$ cat src/rtl/clock_gating_map.svh
`ifndef CLOCK_GATING_MAP_SVH
`define CLOCK_GATING_MAP_SVH

// Gated clock outputs, index into the gate cell array
`define CLK_SYS 0
`define CLK_CORE 1
`define CLK_PG 2
`define CLK_PU 3
`define CLK_CAN 4
`define CLK_OUT 5
`define NUM_GATED 6

// Oscillator inputs, index into the synchroniser vector
`define SRC_MAIN 0
`define SRC_SUB 1
`define SRC_LSI 2
`define SRC_HSI 3
`define SRC_PLL 4
`define NUM_SRC 5

`define MCLK_PERIOD_NS 5
`define CNT_W 12
`define HSI_STAB_NS 2000
`define HSI_STAB_CYC ((`HSI_STAB_NS + `MCLK_PERIOD_NS - 1) / `MCLK_PERIOD_NS)
`define PLL_LOCK_NS 1000
`define PLL_LOCK_CYC ((`PLL_LOCK_NS + `MCLK_PERIOD_NS - 1) / `MCLK_PERIOD_NS)
`define MON_TIMEOUT_NS 5000
`define MON_TIMEOUT_CYC (`MON_TIMEOUT_NS / `MCLK_PERIOD_NS)

`endif

$ cat src/rtl/clock_gating_pkg.sv
package clock_gating_pkg;

  typedef enum logic [3:0] {
    st_stab, st_run, st_halt, st_light_idle_mode, st_deep_idle_mode, st_stop, st_sub,
    st_subidle, st_settle
  } pm_state_t;

  typedef enum logic [2:0] {
    req_run, req_light_idle_mode, req_deep_idle_mode, req_stop, req_sub, req_subidle
  } mode_req_t;

  typedef struct packed {
    logic wr;
    mode_req_t code;
  } mode_cmd_t;

  typedef struct packed {
    logic main;
    logic hsi;
    logic lsi;
    logic pll;
    logic flash;
  } osc_en_t;

endpackage : clock_gating_pkg

$ cat src/rtl/level_sync.sv
`timescale 1ns/1ps
module level_sync #(
  parameter int W = 5
) (
  input wire logic mclk,
  input wire logic srst,
  input wire logic [W-1:0] async_in,
  output logic [W-1:0] sync_out
);
  logic [W-1:0] meta_r;
  logic [W-1:0] meta_nxt;
  logic [W-1:0] sync_r;
  logic [W-1:0] sync_nxt;

  always_comb begin
    meta_nxt = srst ? '0 : async_in;
    sync_nxt = srst ? '0 : meta_r;
  end

  always_ff @(posedge mclk) begin
    meta_r <= meta_nxt;
    sync_r <= sync_nxt;
  end

  assign sync_out = sync_r;
endmodule : level_sync

$ cat src/rtl/clock_gate_cell.sv
`timescale 1ns/1ps
module clock_gate_cell (
  input wire logic mclk,
  input wire logic srst,
  input wire logic src,
  input wire logic en,
  output logic gclk
);
  logic en_r;
  logic en_nxt;
  logic gclk_r;
  logic gclk_nxt;

  // Enable may only move while the source is low
  always_comb begin
    en_nxt = en_r;
    if (srst) begin
      en_nxt = 1'b0;
    end else if (!src) begin
      en_nxt = en;
    end
    gclk_nxt = srst ? 1'b0 : (src & en_r);
  end

  always_ff @(posedge mclk) begin
    en_r <= en_nxt;
    gclk_r <= gclk_nxt;
  end

  assign gclk = gclk_r;
endmodule : clock_gate_cell

$ cat src/rtl/clock_gating_power_modes.sv
`timescale 1ns/1ps
`include "clock_gating_map.svh"
module clock_gating_power_modes (
  input wire logic mclk,
  input wire logic srst,
  input wire logic main_osc_clock,
  input wire logic sub_osc_clock,
  input wire logic low_speed_internal_clock,
  input wire logic high_speed_internal_clock,
  input wire logic pll_clock,
  input wire logic halt_exec,
  input wire clock_gating_pkg::mode_cmd_t mode_cmd,
  input wire logic wake,
  input wire logic main_sel,
  input wire logic pll_sel,
  input wire logic subclock_source_select,
  input wire logic system_clock_out_en,
  input wire logic clk_mon_en,
  output logic cpu_run,
  output clock_gating_pkg::pm_state_t mode_state,
  output clock_gating_pkg::osc_en_t osc_en,
  output logic cpu_system_clock,
  output logic cpu_core_clock,
  output logic peripheral_clock_gated,
  output logic peripheral_clock_ungated,
  output logic can_osc_clock,
  output logic system_clock_out,
  output logic system_clock_out_oe,
  output logic supervision_reset
);
  localparam logic [`CNT_W-1:0] HSI_LIM = `CNT_W'(`HSI_STAB_CYC - 1);
  localparam logic [`CNT_W-1:0] PLL_LIM = `CNT_W'(`PLL_LOCK_CYC - 1);
  localparam logic [`CNT_W-1:0] MON_LIM = `CNT_W'(`MON_TIMEOUT_CYC - 1);
  // Gate enables per power state
  function automatic logic [`NUM_GATED-1:0] clk_en(
    input clock_gating_pkg::pm_state_t s, input logic out_en);
    logic [`NUM_GATED-1:0] e;
    e = '0;
    case (s)
      clock_gating_pkg::st_run, clock_gating_pkg::st_sub: begin
        e = '1;
      end
      clock_gating_pkg::st_halt: begin
        e = '1;
        e[`CLK_CORE] = 1'b0;
      end
      clock_gating_pkg::st_light_idle_mode, clock_gating_pkg::st_subidle: begin
        e[`CLK_PU] = 1'b1;
      end
      default: begin
        e = '0;
      end
    endcase
    e[`CLK_OUT] = e[`CLK_SYS] & out_en;
    return e;
  endfunction : clk_en
  // Oscillator enables per power state
  function automatic clock_gating_pkg::osc_en_t osc_of(
    input clock_gating_pkg::pm_state_t s, input logic use_pll);
    clock_gating_pkg::osc_en_t o;
    o = '{main: 1'b1, hsi: 1'b1, lsi: 1'b1, pll: use_pll, flash: 1'b1};
    case (s)
      clock_gating_pkg::st_stab: begin
        o = '{main: 1'b0, hsi: 1'b1, lsi: 1'b1, pll: 1'b0, flash: 1'b1};
      end
      clock_gating_pkg::st_deep_idle_mode: begin
        o.pll = 1'b0;
        o.flash = 1'b0;
      end
      clock_gating_pkg::st_stop: begin
        o = '0;
      end
      default: begin
        o.pll = use_pll;
      end
    endcase
    return o;
  endfunction : osc_of

  logic [`NUM_SRC-1:0] lvl;
  logic [`NUM_GATED-1:0] src, en, gclk;
  logic main_lvl, sub_lvl, on_sub;
  clock_gating_pkg::pm_state_t state_r, state_nxt;
  logic [`CNT_W-1:0] cnt_r, cnt_nxt;
  logic strap_r, strap_nxt;
  logic cpu_run_r, cpu_run_nxt;
  clock_gating_pkg::osc_en_t osc_r, osc_nxt;
  logic oe_r, oe_nxt;
  logic main_d_r, main_d_nxt;
  logic [`CNT_W-1:0] mon_cnt_r, mon_cnt_nxt;
  logic sup_r, sup_nxt;
  logic mon_active;

  level_sync #(.W(`NUM_SRC)) u_sync (
    .mclk(mclk),
    .srst(srst),
    .async_in({pll_clock, high_speed_internal_clock,
               low_speed_internal_clock, sub_osc_clock, main_osc_clock}),
    .sync_out(lvl)
  );
  // Source selection feeding the gate cells
  always_comb begin
    on_sub = (state_r == clock_gating_pkg::st_sub) ||
             (state_r == clock_gating_pkg::st_subidle);
    sub_lvl = strap_r ? lvl[`SRC_LSI] : lvl[`SRC_SUB];
    main_lvl = !main_sel ? lvl[`SRC_HSI] :
               (pll_sel ? lvl[`SRC_PLL] : lvl[`SRC_MAIN]);
    src[`CLK_SYS] = on_sub ? sub_lvl : main_lvl;
    src[`CLK_CORE] = src[`CLK_SYS];
    src[`CLK_PG] = main_lvl;
    src[`CLK_PU] = main_lvl;
    src[`CLK_CAN] = lvl[`SRC_MAIN];
    src[`CLK_OUT] = src[`CLK_SYS];
    en = clk_en(state_r, system_clock_out_en);
  end
  generate
    for (genvar k = 0; k < `NUM_GATED; k++) begin : g_gate
      clock_gate_cell u_gate (
        .mclk(mclk),
        .srst(srst),
        .src(src[k]),
        .en(en[k]),
        .gclk(gclk[k])
      );
    end
  endgenerate
  // Power mode sequencing
  always_comb begin
    state_nxt = state_r;
    cnt_nxt = cnt_r;
    strap_nxt = strap_r;
    if (srst) begin
      state_nxt = clock_gating_pkg::st_stab;
      cnt_nxt = '0;
      strap_nxt = 1'b0;
    end else begin
      case (state_r)
        clock_gating_pkg::st_stab: begin
          strap_nxt = subclock_source_select;
          cnt_nxt = cnt_r + `CNT_W'(1);
          if (cnt_r == HSI_LIM) begin
            state_nxt = clock_gating_pkg::st_run;
            cnt_nxt = '0;
          end
        end
        clock_gating_pkg::st_settle: begin
          cnt_nxt = cnt_r + `CNT_W'(1);
          if (cnt_r == PLL_LIM) begin
            state_nxt = clock_gating_pkg::st_run;
            cnt_nxt = '0;
          end
        end
        clock_gating_pkg::st_run: begin
          if (halt_exec) begin
            state_nxt = clock_gating_pkg::st_halt;
          end else if (mode_cmd.wr) begin
            case (mode_cmd.code)
              clock_gating_pkg::req_light_idle_mode: begin
                state_nxt = clock_gating_pkg::st_light_idle_mode;
              end
              clock_gating_pkg::req_deep_idle_mode: begin
                state_nxt = clock_gating_pkg::st_deep_idle_mode;
              end
              clock_gating_pkg::req_stop: begin
                state_nxt = clock_gating_pkg::st_stop;
              end
              clock_gating_pkg::req_sub: begin
                state_nxt = clock_gating_pkg::st_sub;
              end
              default: begin
                state_nxt = state_r;
              end
            endcase
          end
        end
        clock_gating_pkg::st_sub: begin
          if (mode_cmd.wr &&
              mode_cmd.code == clock_gating_pkg::req_subidle) begin
            state_nxt = clock_gating_pkg::st_subidle;
          end else if (mode_cmd.wr &&
                       mode_cmd.code == clock_gating_pkg::req_run) begin
            state_nxt = clock_gating_pkg::st_run;
          end
        end
        clock_gating_pkg::st_halt, clock_gating_pkg::st_light_idle_mode: begin
          if (wake) begin
            state_nxt = clock_gating_pkg::st_run;
          end
        end
        clock_gating_pkg::st_subidle: begin
          if (wake) begin
            state_nxt = clock_gating_pkg::st_sub;
          end
        end
        clock_gating_pkg::st_deep_idle_mode: begin
          if (wake) begin
            state_nxt = clock_gating_pkg::st_settle;
          end
        end
        clock_gating_pkg::st_stop: begin
          if (wake) begin
            state_nxt = clock_gating_pkg::st_stab;
            cnt_nxt = '0;
          end
        end
        default: begin
          state_nxt = clock_gating_pkg::st_stab;
          cnt_nxt = '0;
        end
      endcase
    end
    cpu_run_nxt = !srst && ((state_nxt == clock_gating_pkg::st_run) ||
                            (state_nxt == clock_gating_pkg::st_sub));
    osc_nxt = srst ? '0 : osc_of(state_nxt, main_sel & pll_sel);
    oe_nxt = !srst && (state_nxt != clock_gating_pkg::st_stab) && system_clock_out_en;
  end
  always_ff @(posedge mclk) begin
    state_r <= state_nxt;
    cnt_r <= cnt_nxt;
    strap_r <= strap_nxt;
    cpu_run_r <= cpu_run_nxt;
    osc_r <= osc_nxt;
    oe_r <= oe_nxt;
  end
  // Main oscillator supervision, edge timeout
  always_comb begin
    mon_active = clk_mon_en && osc_r.lsi && osc_r.main && !srst;
    main_d_nxt = srst ? 1'b0 : lvl[`SRC_MAIN];
    mon_cnt_nxt = '0;
    sup_nxt = 1'b0;
    if (mon_active && !(lvl[`SRC_MAIN] ^ main_d_r)) begin
      mon_cnt_nxt = (mon_cnt_r == MON_LIM) ? '0 : mon_cnt_r + `CNT_W'(1);
      sup_nxt = (mon_cnt_r == MON_LIM);
    end
  end
  always_ff @(posedge mclk) begin
    main_d_r <= main_d_nxt;
    mon_cnt_r <= mon_cnt_nxt;
    sup_r <= sup_nxt;
  end
  assign cpu_run = cpu_run_r;
  assign mode_state = state_r;
  assign osc_en = osc_r;
  assign cpu_system_clock = gclk[`CLK_SYS];
  assign cpu_core_clock = gclk[`CLK_CORE];
  assign peripheral_clock_gated = gclk[`CLK_PG];
  assign peripheral_clock_ungated = gclk[`CLK_PU];
  assign can_osc_clock = gclk[`CLK_CAN];
  assign system_clock_out = gclk[`CLK_OUT];
  assign system_clock_out_oe = oe_r;
  assign supervision_reset = sup_r;
endmodule : clock_gating_power_modes

$ cat config.mk
export PLATFORM = sky130hd
export DESIGN_NAME = clock_gating_power_modes
export DESIGN_NICKNAME = d
export VERILOG_FILES = /design/src/rtl/clock_gating_pkg.sv /design/src/rtl/level_sync.sv /design/src/rtl/clock_gate_cell.sv /design/src/rtl/clock_gating_power_modes.sv
export VERILOG_INCLUDE_DIRS = /design/src /design/src/rtl
export SDC_FILE = /design/constraint.sdc
export NUM_CORES = 1
export LEC_CHECK = 0
export BUFFER_PORTS_ARGS = -buffer_cell sky130_fd_sc_hd__buf_4
export CAP_MARGIN = 20
export CORE_UTILIZATION = 50
export DETAILED_ROUTE_END_ITERATION = 16
export HOLD_SLACK_MARGIN = 0.06
export PLACE_DENSITY = 0.76
export SLEW_MARGIN = 20
export SYNTH_ARGS = -nofsm -noshare
export SYNTH_HDL_FRONTEND = slang
export SYNTH_SLANG_ARGS = --single-unit
$ cat constraint.sdc
create_clock -name mclk -period 2.5 [get_ports mclk]
set_input_delay 0.25 -clock mclk [delete_from_list [all_inputs] [get_ports mclk]]
set_output_delay 0.25 -clock mclk [all_outputs]
set_load 0.02 [all_outputs]
==> Word level (Yosys, flattened, before mapping) <==
Index checks and enable logic that the tools add are counted.
{ "word_totals": {"register_bits": 60, "input_bits": 18, "wordCells": 113} }
{ "op_classes": {"add_sub_neg": 2, "eq_ne": 21, "n_mux": 26, "bitwise_logic": 11, "reduce_logical": 26} }
{ "op_table": {"columns": ["cell", "count"], "rows": [
  ["case mux 12 bit (4 select lines)", 1],
  ["two-way mux 4 bit", 11],
  ["two-way mux 12 bit", 3],
  ["case mux 4 bit (8 select lines)", 1],
  ["equality test 4 x 3 -> 1 bit (second input constant)", 7],
  ["adder 12 x 1 -> 12 bit (second input constant)", 2],
  ["case mux 4 bit (4 select lines)", 1],
  ["equality test 12 x 10 -> 1 bit (second input constant)", 1],
  ["equality test 12 x 8 -> 1 bit (second input constant)", 1],
  ["equality test 12 x 9 -> 1 bit (second input constant)", 1],
  ["case mux 3 bit (2 select lines)", 2],
  ["logical AND 1 bit", 9],
  ["bitwise AND 1 bit", 8],
  ["equality test 4 x 1 -> 1 bit (second input constant)", 2],
  ["equality test 4 x 2 -> 1 bit (second input constant)", 2],
  ["zero test 4 bit", 2],
  ["OR reduction 2 bit", 4],
  ["two-way mux 1 bit", 7],
  ["equality test 3 x 2 -> 1 bit (second input constant)", 2],
  ["equality test 3 bit (second input constant)", 2],
  ["OR reduction 6 bit", 1],
  ["OR reduction 5 bit", 1],
  ["equality test 4 bit (second input constant)", 1],
  ["nonzero test 4 bit", 1],
  ["other kinds (10)", 13]
]} }

==> Depth between registers and ports, before layout <==
Gate-level depths: netlist of run 1.
{ "logic_depth": {"ltp_word": 9, "depth_mapped": 7, "ltp_nobuf": 6} }

==> Cells and area by module <==
From an unflattened synthesis of run 1, not the netlist that was laid out.
{ "hier_totals": {"cells_unflattened": 291, "area_unflattened_um2": 2638.8} }
{ "by_module_without_submodules": {"columns": ["module", "n_inst", "cells_each", "area_per_inst_um2"], "rows": [
  ["clock_gating_power_modes", 1, 235, 2000.7],
  ["clock_gate_cell", 6, 6, 62.6],
  ["level_sync", 1, 20, 262.8]
]} }

==> Least setup slack after synthesis of run 1 <==
Ideal clock, no wire load.
{ "synth_timing": {"path_type": "reg2reg", "start": "register state_r[0], in the netlist mode_state[0]", "end": "register osc_r, in the netlist osc_en[4]", "setup_time_ps": 125, "arrival_ps": 1842, "t_required_ps": 2375, "setup_slack_ps": 534, "stages_incl_launch_ff": 7, "n_path_buf": 1, "period_less_slack_ps": 1966, "path_cell_list": "dfxtp_1 buf_6 or3b_4 or3_4 o32a_2 a211oi_2 a211oi_2"} }
{ "synth_via": {"elab_chain_len": 7} }
{ "synth_lines": {"columns": ["element", "line_no", "text"], "rows": [
  ["from (decl)", "clock_gating_power_modes.sv:83", "clock_gating_pkg::pm_state_t state_r, state_nxt;"],
  ["from (signal assigned)", "clock_gating_power_modes.sv:218", "state_r <= state_nxt;"],
  ["case mux 4 bit (4 select lines)", "clock_gating_power_modes.sv:157", "case (mode_cmd.code)"],
  ["two-way mux 4 bit", "clock_gating_power_modes.sv:156", "end else if (mode_cmd.wr) begin"],
  ["two-way mux 4 bit", "clock_gating_power_modes.sv:154", "if (halt_exec) begin"],
  ["case mux 4 bit (8 select lines) *", "clock_gating_power_modes.sv:137", "case (state_r)"],
  ["two-way mux 4 bit *", "clock_gating_power_modes.sv:132", "if (srst) begin"],
  ["equality test 4 x 3 -> 1 bit / zero test 4 bit (equally long branches)", "clock_gating_power_modes.sv:62", "case (s)"],
  ["case mux 3 bit (2 select lines) *", "clock_gating_power_modes.sv:62", null],
  ["to (signal assigned)", "clock_gating_power_modes.sv:222", "osc_r <= osc_nxt;"],
  ["to (decl)", "clock_gating_power_modes.sv:87", "clock_gating_pkg::osc_en_t osc_r, osc_nxt;"]
]} }
Every way passes the cells marked *; elsewhere a longest branch is shown, timed or not.
A chain may end at the register's enable or synchronous reset.

==> Final worst setup path of run 1 <==
Same ends and word-level chain as after synthesis.

==> results of run 1 <==
[routing by layer]
metal	vias up	global-route usage, %	wire length [um]
met2	59	33.13	2584
met3	8	6.878	303
met1	1053	27.01	2522
met4	0	9.877	80
li1	1123	-	-
met5	-	0	0
[cell type report]
| type | count | area [sq um] |
|---|---|---|
| Fill cell | 450 | 1919 |
| Multi-Input combinational cell | 211 | 1399 |
| Sequential cell | 59 | 1181 |
| Timing Repair Buffer | 38 | 285.3 |
| Clock buffer | 12 | 135.1 |
| Clock inverter | 4 | 98.84 |
| Tap cell | 70 | 87.58 |
| Inverter | 9 | 33.78 |
[state kept, by name, summed over array words and instances, names as in the netlist]
signal and count:
g_gate.u_gate.gclk 6, cnt_r 12, osc_en 4, u_sync.meta_r 5, g_gate.u_gate.en_r 6, u_sync.sync_out 5, mode_state 4, cpu_run 1
supervision_reset 1, system_clock_out_oe 1, strap_r 1, main_d_r 1, mon_cnt_r 12
[worst max-delay path by stage]
stage | from | endpoint | slack (ps) | cells after the start
2_1_floorplan | mode_state[0]$_DFF_P_ | osc_en[4]$_SDFF_PP0_ | 530 | 6
3_3_place_gp | mode_state[0]$_DFF_P_ | osc_en[4]$_SDFF_PP0_ | 560 | 5
3_5_place_dp | mode_state[0]$_DFF_P_ | osc_en[3]$_SDFF_PP0_ | 530 | 5
4_1_cts | mode_state[0]$_DFF_P_ | osc_en[4]$_SDFF_PP0_ | 500 | 5
5_1_grt | cnt_r[0]$_SDFFE_PP0P_ | osc_en[4]$_SDFF_PP0_ | 340 | 6
6_report | mode_state[0]$_DFF_P_ | osc_en[4]$_SDFF_PP0_ | 490 | 5
[cell families (layout without fill, tap and decap cells)]
logic type | after synthesis | after routing | share of synthesized area [%]
and+or+nand+nor | 135 | 135 | 27.92
DFF | 59 | 59 | 43.93
AOI/OAI and AO/OA | 54 | 54 | 16.29
buffers and inverters | 24 | 63 | 4.049
xor gates and xnor gates | 14 | 14 | 4.560
muxes | 6 | 6 | 2.327
adders and majority gates | 2 | 2 | 0.9305
[where the power goes]
group          internal (uW)  total [uW]  switching, uW
clock                    665        1030            367
sequential               955         963           8.20
combinational           43.3        90.3           47.0
[through the flow]
step	hold WS, ps	instances
floorplan	366.1	294
global placement	427.3	387
detailed placement	427.6	387
CTS	101.7	403
global route	103.9	403
finish	123.5	403
[cells in the mapped netlist (6+ instances only)]
master     n  area share (%)
a21oi_1   12             2.2
a311oi_1   6             2.0
a31oi_1    9             2.1
and2_1     9             2.1
buf_2      6             1.1
dfxtp_1   59              44
inv_1      9             1.3
nand2_1   16             2.2
nand3_1   11             2.0
nand3b_1   7             2.0
nand4_1    8             1.9
nor2_1    32             4.5
nor2b_1   15             3.5
or3_1      6             1.4
xor2_1     9             2.9
[critical path: stages (launching register included)]
cell      delay, ps
dfxtp_1         520
or3b_4          470
or3_4           350
o32a_2          250
a211oi_2        230
a211oi_2         70
==> qor.csv, run 1 <==
metric,value,unit
Final GP Congestion,0.7546,
pre-CTS WS,531.4,ps
post-route ant nets,0,
"CTS clk-pin slew, worst paths",70,ps
fin worst setup slack,487.1,ps
"Net Count, Synth",314,
Tot GR Track Use,21.32,%
R2R depth,5,
P per Cell Area,647.5,nW/um^2
utilization after layout,62.66,%
Post-synth top flop,dfxtp_1,
Die Wd,75.33,um
flop2flop setup slack,490,ps
critical path startpoint category,register,
final design area excluding fillers,3221,sq um
Area Growth Syn to Fin,19.78,%
worst hold path type,in -> reg,
buffer depth of the longest clock path,2,
critical setup path kind,reg -> reg,
unrepaired setup endpoints after global routing,no,
Max Fclk,496.8,MHz
worst-margin pin slew,707.7,ps
post-synthesis cell count,294,
Initial Utilization,52.31,%
final period utilization,80.52,%
clk_lat worst skew,340,ps
post-synthesis sequential area ratio,43.93,%
first-pass GRT wire length,8935,um
# nets final,348,
status,completed,
Residual DRC,0,
"Min Clock Period, post-route",2013,ps
Required @ worst endpoint,2720,ps
core area,5140,sq um
min-delay src,high_speed_internal_clock,
Yosys reg bits,59,
DR WL/cell,13.63,um
largest net degree at the start of global routing,38,
leakage,0.001258,uW
cell area after synthesis,2689,sq um
ys async rst share,0,%
detailed placement HPWL,3783,um
clock sinks,59,
cell count of the worst hold path,2,
gr ovfl total,0,
Rows,26,
PostCTS Resize Cnt,0,
Final Power,2085,uW
vias in the first global route,1979,
Fin. Hold Viols,0,
syn_area_per_cell,9.146,sq um
Post-synth EDFFs,0,
Yosys cell types,58,
CTS tree,done,
Placed Area,2987,sq um
most frequent cells in the layout,"59 x dfxtp_1, 38 x buf_4, 32 x nor2_1",
hold_buf cts,0,
layout cells sized above 1,21.02,%
I/O pins,36,
maximum VDD drop,0.3565,mV
CP Data Arrival Time,2230,ps
postcts setup bufs,0,
Root Buffer,clkbuf_8,
H-Tree Depth,3,
CP max FO,10,
WL final,5491,um
Critical Path Sink Type,register,
reg-to-reg endpoint,osc_en[4]$_SDFF_PP0_,
Die Y,75.33,um
Layout Skew,11.69,ps
YS warnings,0,
drt initial violations,163,
worst r2r src,mode_state[0]$_DFF_P_,
vias per cell,5.566,
Final Setup Violations,0,
relative slew slack,52.81,%
# port buffers,35,
TNS Setup,0,ps
area of the die,5675,sq um
TritonCTS buffer count,9,
max cap viols,0,
Ant. Diodes,0,
Final Max Slew Viols,0,
initial antenna violation count,0,
"commonest non-fill, non-tap cell in the layout",dfxtp_1,
WHS Endpoint,u_sync.meta_r[3]$_SDFF_PP0_,
DRT Pass-1 Iters,5,
DR vias,2243,
Power figures use the tool's default switching activity.
==> inputs of run 2 (changes only) <==
- ABC_AREA: unset -> 1
- clock period: 2.5 -> 1.95 ns (I/O delays scaled with it)
==> qor.csv, run 2 <==
metric,value,unit,change
CP cell instances,ha_1 > nand2_1 > nor2_1 > nand2_1 > nor2_2 > nand2_1 > nor3_2 > nand2_1 > xor2_1 > nor2_1,,
Fin. Hold Viols,0,,unchanged
Initial Utilization,52.08,%,-0.23 points
critical path startpoint category,register,,
layout cells sized above 1,17.61,%,-3.4 points
CP max FO,5,,-5
leakage,0.001498,uW,+19%
Required @ worst endpoint,2180,ps,-540 ps
Post-synth EDFFs,0,,unchanged
Residual DRC,0,,unchanged
vias per cell,4.821,,-13%
Yosys top cell area share,44.40,%,+0.48 points
WL final,5461,um,-0.55%
DR WL/cell,11.01,um,-19%
buffer depth of the longest clock path,2,,unchanged
post-route ant nets,0,,unchanged
"area leader, netlist",dfxtp_1,,
DR vias,2391,,+6.6%
critical setup path kind,reg -> reg,,
ys async rst share,0,%,unchanged
Root Buffer,clkbuf_8,,
Area Growth Syn to Fin,23.57,%,
clock share of power,47.8,%,-1.7 points
Yosys cell types,34,,-41%
delay of the slowest cell on the worst path,400,ps,-120 ps
Critical Path Sink Type,register,,
detailed placement HPWL,3966,um,+4.8%
"delay-heaviest family, CP",simple AND/OR/NAND/NOR gates,,
Tot GR Track Use,21.87,%,+0.55 points
Layout fillers,477,,+6.0%
Rows,26,,unchanged
first-pass GRT wire length,9025,um,+1.0%
post-synthesis cell count,373,,+27%
"Min Clock Period, post-route",1714,ps,-299.0 ps
clk_lat worst skew,340,ps,about the same
Die Wd,74.94,um,-0.52%
Buf/Inv on CP,0,,unchanged
CTS tree,done,,
Comb pwr share,5.0,%,+0.7 points
Die Y,74.94,um,-0.52%
Hold WS,105.0,ps,-18.46 ps
final period utilization,87.89,%,+7.4 points
status,completed,,
unrepaired setup endpoints after global routing,no,,
TritonCTS buffer count,9,,unchanged
cell area after synthesis,2660,sq um,-1.1%
P per Cell Area,794.3,nW/um^2,+23%
"CTS clk-pin slew, worst paths",60,ps,about the same
Ant. Diodes,0,,unchanged
initial antenna violation count,0,,unchanged
Max Fclk,583.5,MHz,+17%
post-synthesis sequential area ratio,44.40,%,+0.48 points
core area,5107,sq um,-0.63%
biggest regs,"cnt_r: 12 flops, mon_cnt_r: 12 flops",,
CP Data Arrival Time,1940,ps,-290 ps
H-Tree Depth,3,,unchanged
"commonest non-fill, non-tap cell in the layout",nand2_1,,
I/O pins,36,,unchanged
Layout Skew,5.864,ps,-5.830 ps
area of the die,5616,sq um,-1.0%
max cap viols,0,,unchanged
worst-margin pin slew,482.7,ps,-225.0 ps
worst hold path type,in -> reg,,
Final Max Slew Viols,0,,unchanged
gr ovfl total,0,,unchanged
YS warnings,0,,unchanged
Int Pwr,2071,uW,+25%
cell mode on critical path,nand2_1,,
# port buffers,35,,unchanged
Final Setup Violations,0,,unchanged
Crit-path slowest cell,dfxtp_1,,
vias in the first global route,2110,,+6.6%
Synth area leaders,"dfxtp_1 44%, nand2_1 13%, inv_1 7.9%",,
switching power,539.7,uW,+28%
Post-synth top flop,dfxtp_1,,
"Net Count, Synth",393,,+25%
Final GP Congestion,0.8946,,+19%
Yosys reg bits,59,,unchanged
clock sinks,59,,unchanged
largest net degree at the start of global routing,22,,-42%
# nets final,441,,+27%
drt initial violations,131,,-20%
commonest cells in the netlist,"89 x nand2_1, 59 x dfxtp_1, 56 x inv_1, 56 x nor2_1, 18 x nand3_1",,
relative slew slack,67.78,%,+15 points
syn_area_per_cell,7.132,sq um,-22%
sequential power share,47.2,%,+1.0 points
TNS Setup,0,ps,unchanged
maximum VDD drop,0.5818,mV,+63%
most frequent cells in the layout,"89 x nand2_1, 59 x dfxtp_1, 56 x nor2_1, 56 x inv_1, 36 x buf_4",,
sw frac,20.67,%,+0.43 points
"count leader, synth",nand2_1,,
DRT Pass-1 Iters,5,,unchanged
-- run 2: final timing paths --
check                               from  slack, ps  cells past startpoint                            end
max                cnt_r[0]$_SDFFE_PP0P_        240                     10         cnt_r[10]$_SDFFE_PP0P_
min               subclock_source_select        110                      3           strap_r$_SDFFE_PP0P_
max reg2reg        cnt_r[0]$_SDFFE_PP0P_        240                     10         cnt_r[10]$_SDFFE_PP0P_
min reg2reg  u_sync.meta_r[4]$_SDFF_PP0_        400                      2  u_sync.sync_out[4]$_SDFF_PP0_
-- run 2: worst min-delay path: cells and delay by family --
kind / cells / cell delay [ps]
buffers and inverters: 1 / 80
AND/OR/NAND/NOR: 2 / 130
-- run 2: repair_timing --
item / 4_1_cts / 5_1_grt
resized for setup: 0 / 1
setup buffers: 0 / 0
hold buffers: 6 / 0
hold endpoints to repair: 6 / 0
endpoints found under the setup margin: 0 / 2
-- run 2: cell families after synthesis --
group / synth area share, %
xor gates and xnor gates: 1.976
DFF: 44.40
adders and majority gates: 0.9406
AOI/OAI and AO/OA: 8.325
buffers and inverters: 9.548
and+or+nand+nor: 34.81
-- run 2: per-layer routing --
| layer | global-route usage [%] | share of wire, % |
|---|---|---|
| met5 | 0 | 0 |
| met4 | 12.16 | 2.8 |
| met3 | 5.355 | 4.5 |
| met2 | 36.74 | 48 |
| met1 | 25.60 | 45 |
-- run 2: power by group through the flow --
stage          Sequential (uW)  Clock, uW  Combinational (uW)
3_3_place_gp              1260          0                 119
3_5_place_dp              1260          0                 121
6_report                  1230       1250                 131
5_1_grt                   1230       1320                 148
2_1_floorplan             1260          0                68.6
4_1_cts                   1230       1270                 131
-- run 2: area by class of cell --
cell class	count	area, sq um	area share [%]
timing repair buffer	42	330.3	10.05
clock buffer	12	155.1	4.720
sequential	59	1181	35.93
inverter	60	230.2	7.004
multi-input combinational	249	1230	37.42
clock inverter	4	72.57	2.208
tap	70	87.58	2.665
-- run 2: through the flow --
stage	total power (uW)	utilization (%)	worst slack [ps]	cells	instance area (sq um)
after global routing	2701	64.36	41.05	496	3287
after global placement	1379	58.62	326.8	474	2994
after floorplan	1329	-	446.8	373	2660
after CTS	2633	64.26	245.9	496	3282
after detailed placement	1381	58.62	280.6	474	2994
final	2611	64.36	236.2	496	3287
==> inputs of run 3 (changes only) <==
- RECOVER_POWER: unset -> 50
==> qor.csv, run 3 (synthesis gave the netlist of run 2 again) <==
metric,value,unit,change
status,completed,,
Die Wd,74.94,um,unchanged
Layout Skew,5.775,ps,-0.08940 ps
Layout fillers,502,,+5.2%
CTS tree,done,,
min-delay src,subclock_source_select,,
R2R depth,10,,unchanged
critical path startpoint category,register,,
# port buffers,35,,unchanged
TritonCTS buffer count,9,,unchanged
Area Growth Syn to Fin,20.93,%,
reg-to-reg endpoint,cnt_r[10]$_SDFFE_PP0P_,,
relative slew slack,68.14,%,+0.35 points
final design area excluding fillers,3217,sq um,-2.1%
# nets final,441,,unchanged
drt initial violations,147,,+12%
Ant. Diodes,0,,unchanged
initial antenna violation count,0,,unchanged
first-pass GRT wire length,9025,um,unchanged
layout cells sized above 1,13.15,%,-4.5 points
Multi-input gate area,1227,sq um,-0.20%
TNS Setup,0,ps,unchanged
Final GP Congestion,0.8946,,unchanged
"CTS clk-pin slew, worst paths",60,ps,about the same
Final Setup Violations,0,,unchanged
CP cell instances,ha_1 > nand2_1 > nor2_1 > nand2_1 > nor2_2 > nand2_1 > nor3_2 > nand2_1 > xor2_1 > nor2_1,,
Critical Path Sink Type,register,,
vias per cell,4.841,,+0.42%
Reg area,1181,sq um,unchanged
I/O pins,36,,unchanged
utilization after layout,62.98,%,-1.4 points
CP Data Arrival Time,1930,ps,about the same
unrepaired setup endpoints after global routing,no,,
biggest regs,"cnt_r: 12 flops, mon_cnt_r: 12 flops",,
worst r2r src,cnt_r[0]$_SDFFE_PP0P_,,
WHS Endpoint,strap_r$_SDFFE_PP0P_,,
core area,5107,sq um,unchanged
area of the die,5616,sq um,unchanged
cell mode on critical path,nand2_1,,
clk_lat worst skew,340,ps,about the same
DRT Pass-1 Iters,4,,-1
"Min Clock Period, post-route",1702,ps,-12.10 ps
Max Fclk,587.6,MHz,+0.71%
worst-margin pin slew,477.4,ps,-5.279 ps
Tot GR Track Use,21.87,%,unchanged
Fin. Hold Viols,0,,unchanged
WL final,5466,um,about the same
DR vias,2401,,+0.42%
Die Y,74.94,um,unchanged
Root Buffer,clkbuf_8,,
cell count of the worst hold path,3,,unchanged
H-Tree Depth,3,,unchanged
detailed placement HPWL,3966,um,unchanged
critical setup path kind,reg -> reg,,
DR WL/cell,11.02,um,about the same
Crit-path slowest cell,dfxtp_1,,
P per Cell Area,810.8,nW/um^2,+2.1%
"commonest non-fill, non-tap cell in the layout",nand2_1,,
flop2flop setup slack,250,ps,about the same
vias in the first global route,2110,,unchanged
gr ovfl total,0,,unchanged
Placed Area,2994,sq um,unchanged
largest net degree at the start of global routing,22,,unchanged
maximum VDD drop,0.5819,mV,about the same
Required @ worst endpoint,2180,ps,about the same
Final Max Slew Viols,0,,unchanged
final period utilization,87.27,%,-0.62 points
buffer depth of the longest clock path,2,,unchanged
CP max FO,5,,unchanged
Rows,26,,unchanged
clock sinks,59,,unchanged
Initial Utilization,52.08,%,unchanged
post-route ant nets,0,,unchanged
leakage,0.001423,uW,-5.0%
delay of the slowest cell on the worst path,390,ps,about the same
most frequent cells in the layout,"90 x nand2_1, 59 x dfxtp_1, 56 x nor2_1, 56 x inv_1, 19 x clkbuf_1",,
worst hold path type,in -> reg,,
Residual DRC,0,,unchanged
max cap viols,0,,unchanged
run 3: cell types whose count changed in the layout (fill, tap and decap cells not counted), sizes merged:
cell	delta
buf	-23
clkbuf	+23
run 3: per-stage QoR:
step	worst slack (ps)	total power [uW]	hold slack (ps)	cells
after floorplan	446.8	1329	292.6	373
after global placement	326.8	1379	390.8	474
after detailed placement	280.6	1381	392.3	474
after CTS	245.9	2633	98.33	496
after global routing	41.05	2697	142.3	496
final	248.3	2608	105.1	496
run 3: power by group:
part | internal, uW | switching (uW)
clock network | 787 | 461
logic | 56.6 | 71.1
registers | 1220 | 8.65
total | 2070 | 540
run 3: final cells by class:
| cell class | count | share of cell area (%) |
|---|---|---|
| multi-input combinational | 249 | 38.16 |
| sequential | 59 | 36.72 |
| timing repair buffer | 42 | 8.168 |
| inverter | 60 | 7.157 |
| clock buffer | 12 | 4.823 |
| tap | 70 | 2.723 |
| clock inverter | 4 | 2.256 |
run 3: worst max-delay path by stage:
stage                                startpoint                           to  slack [ps]  cells after the start
after floorplan           mode_state[0]$_DFF_P_         osc_en[4]$_SDFF_PP0_         450                     11
after global placement    cnt_r[0]$_SDFFE_PP0P_         osc_en[1]$_SDFF_PP0_         330                     10
after detailed placement  cnt_r[0]$_SDFFE_PP0P_  system_clock_out_oe$_DFF_P_         280                     10
after CTS                 cnt_r[0]$_SDFFE_PP0P_       cnt_r[10]$_SDFFE_PP0P_         250                     10
after global routing      cnt_r[0]$_SDFFE_PP0P_       cnt_r[10]$_SDFFE_PP0P_          40                     10
final                     cnt_r[0]$_SDFFE_PP0P_       cnt_r[10]$_SDFFE_PP0P_         250                     10
run 3: critical path: cells and delay by family (launching register included):
kind                       cells  cell delay (ps)
and+or+nand+nor                8              840
adders and majority gates      1              200
DFF                            1              390
xor gates and xnor gates       1              150
run 3: layer usage:
| metal | GRT usage [%] | routed length, um | vias up |
|---|---|---|---|
| met5 | 0 | 0 | - |
| met4 | 12.16 | 166 | 0 |
| met3 | 5.355 | 266 | 17 |
| met2 | 36.74 | 2603 | 65 |
| met1 | 25.60 | 2429 | 1052 |
| li1 | - | - | 1267 |
run 3: what timing repair did:
item,CTS,global route
endpoints found under the hold margin,6,0
gates resized for setup,0,1
setup endpoints to repair,0,2
buffers inserted,0,0
hold buffers,6,0
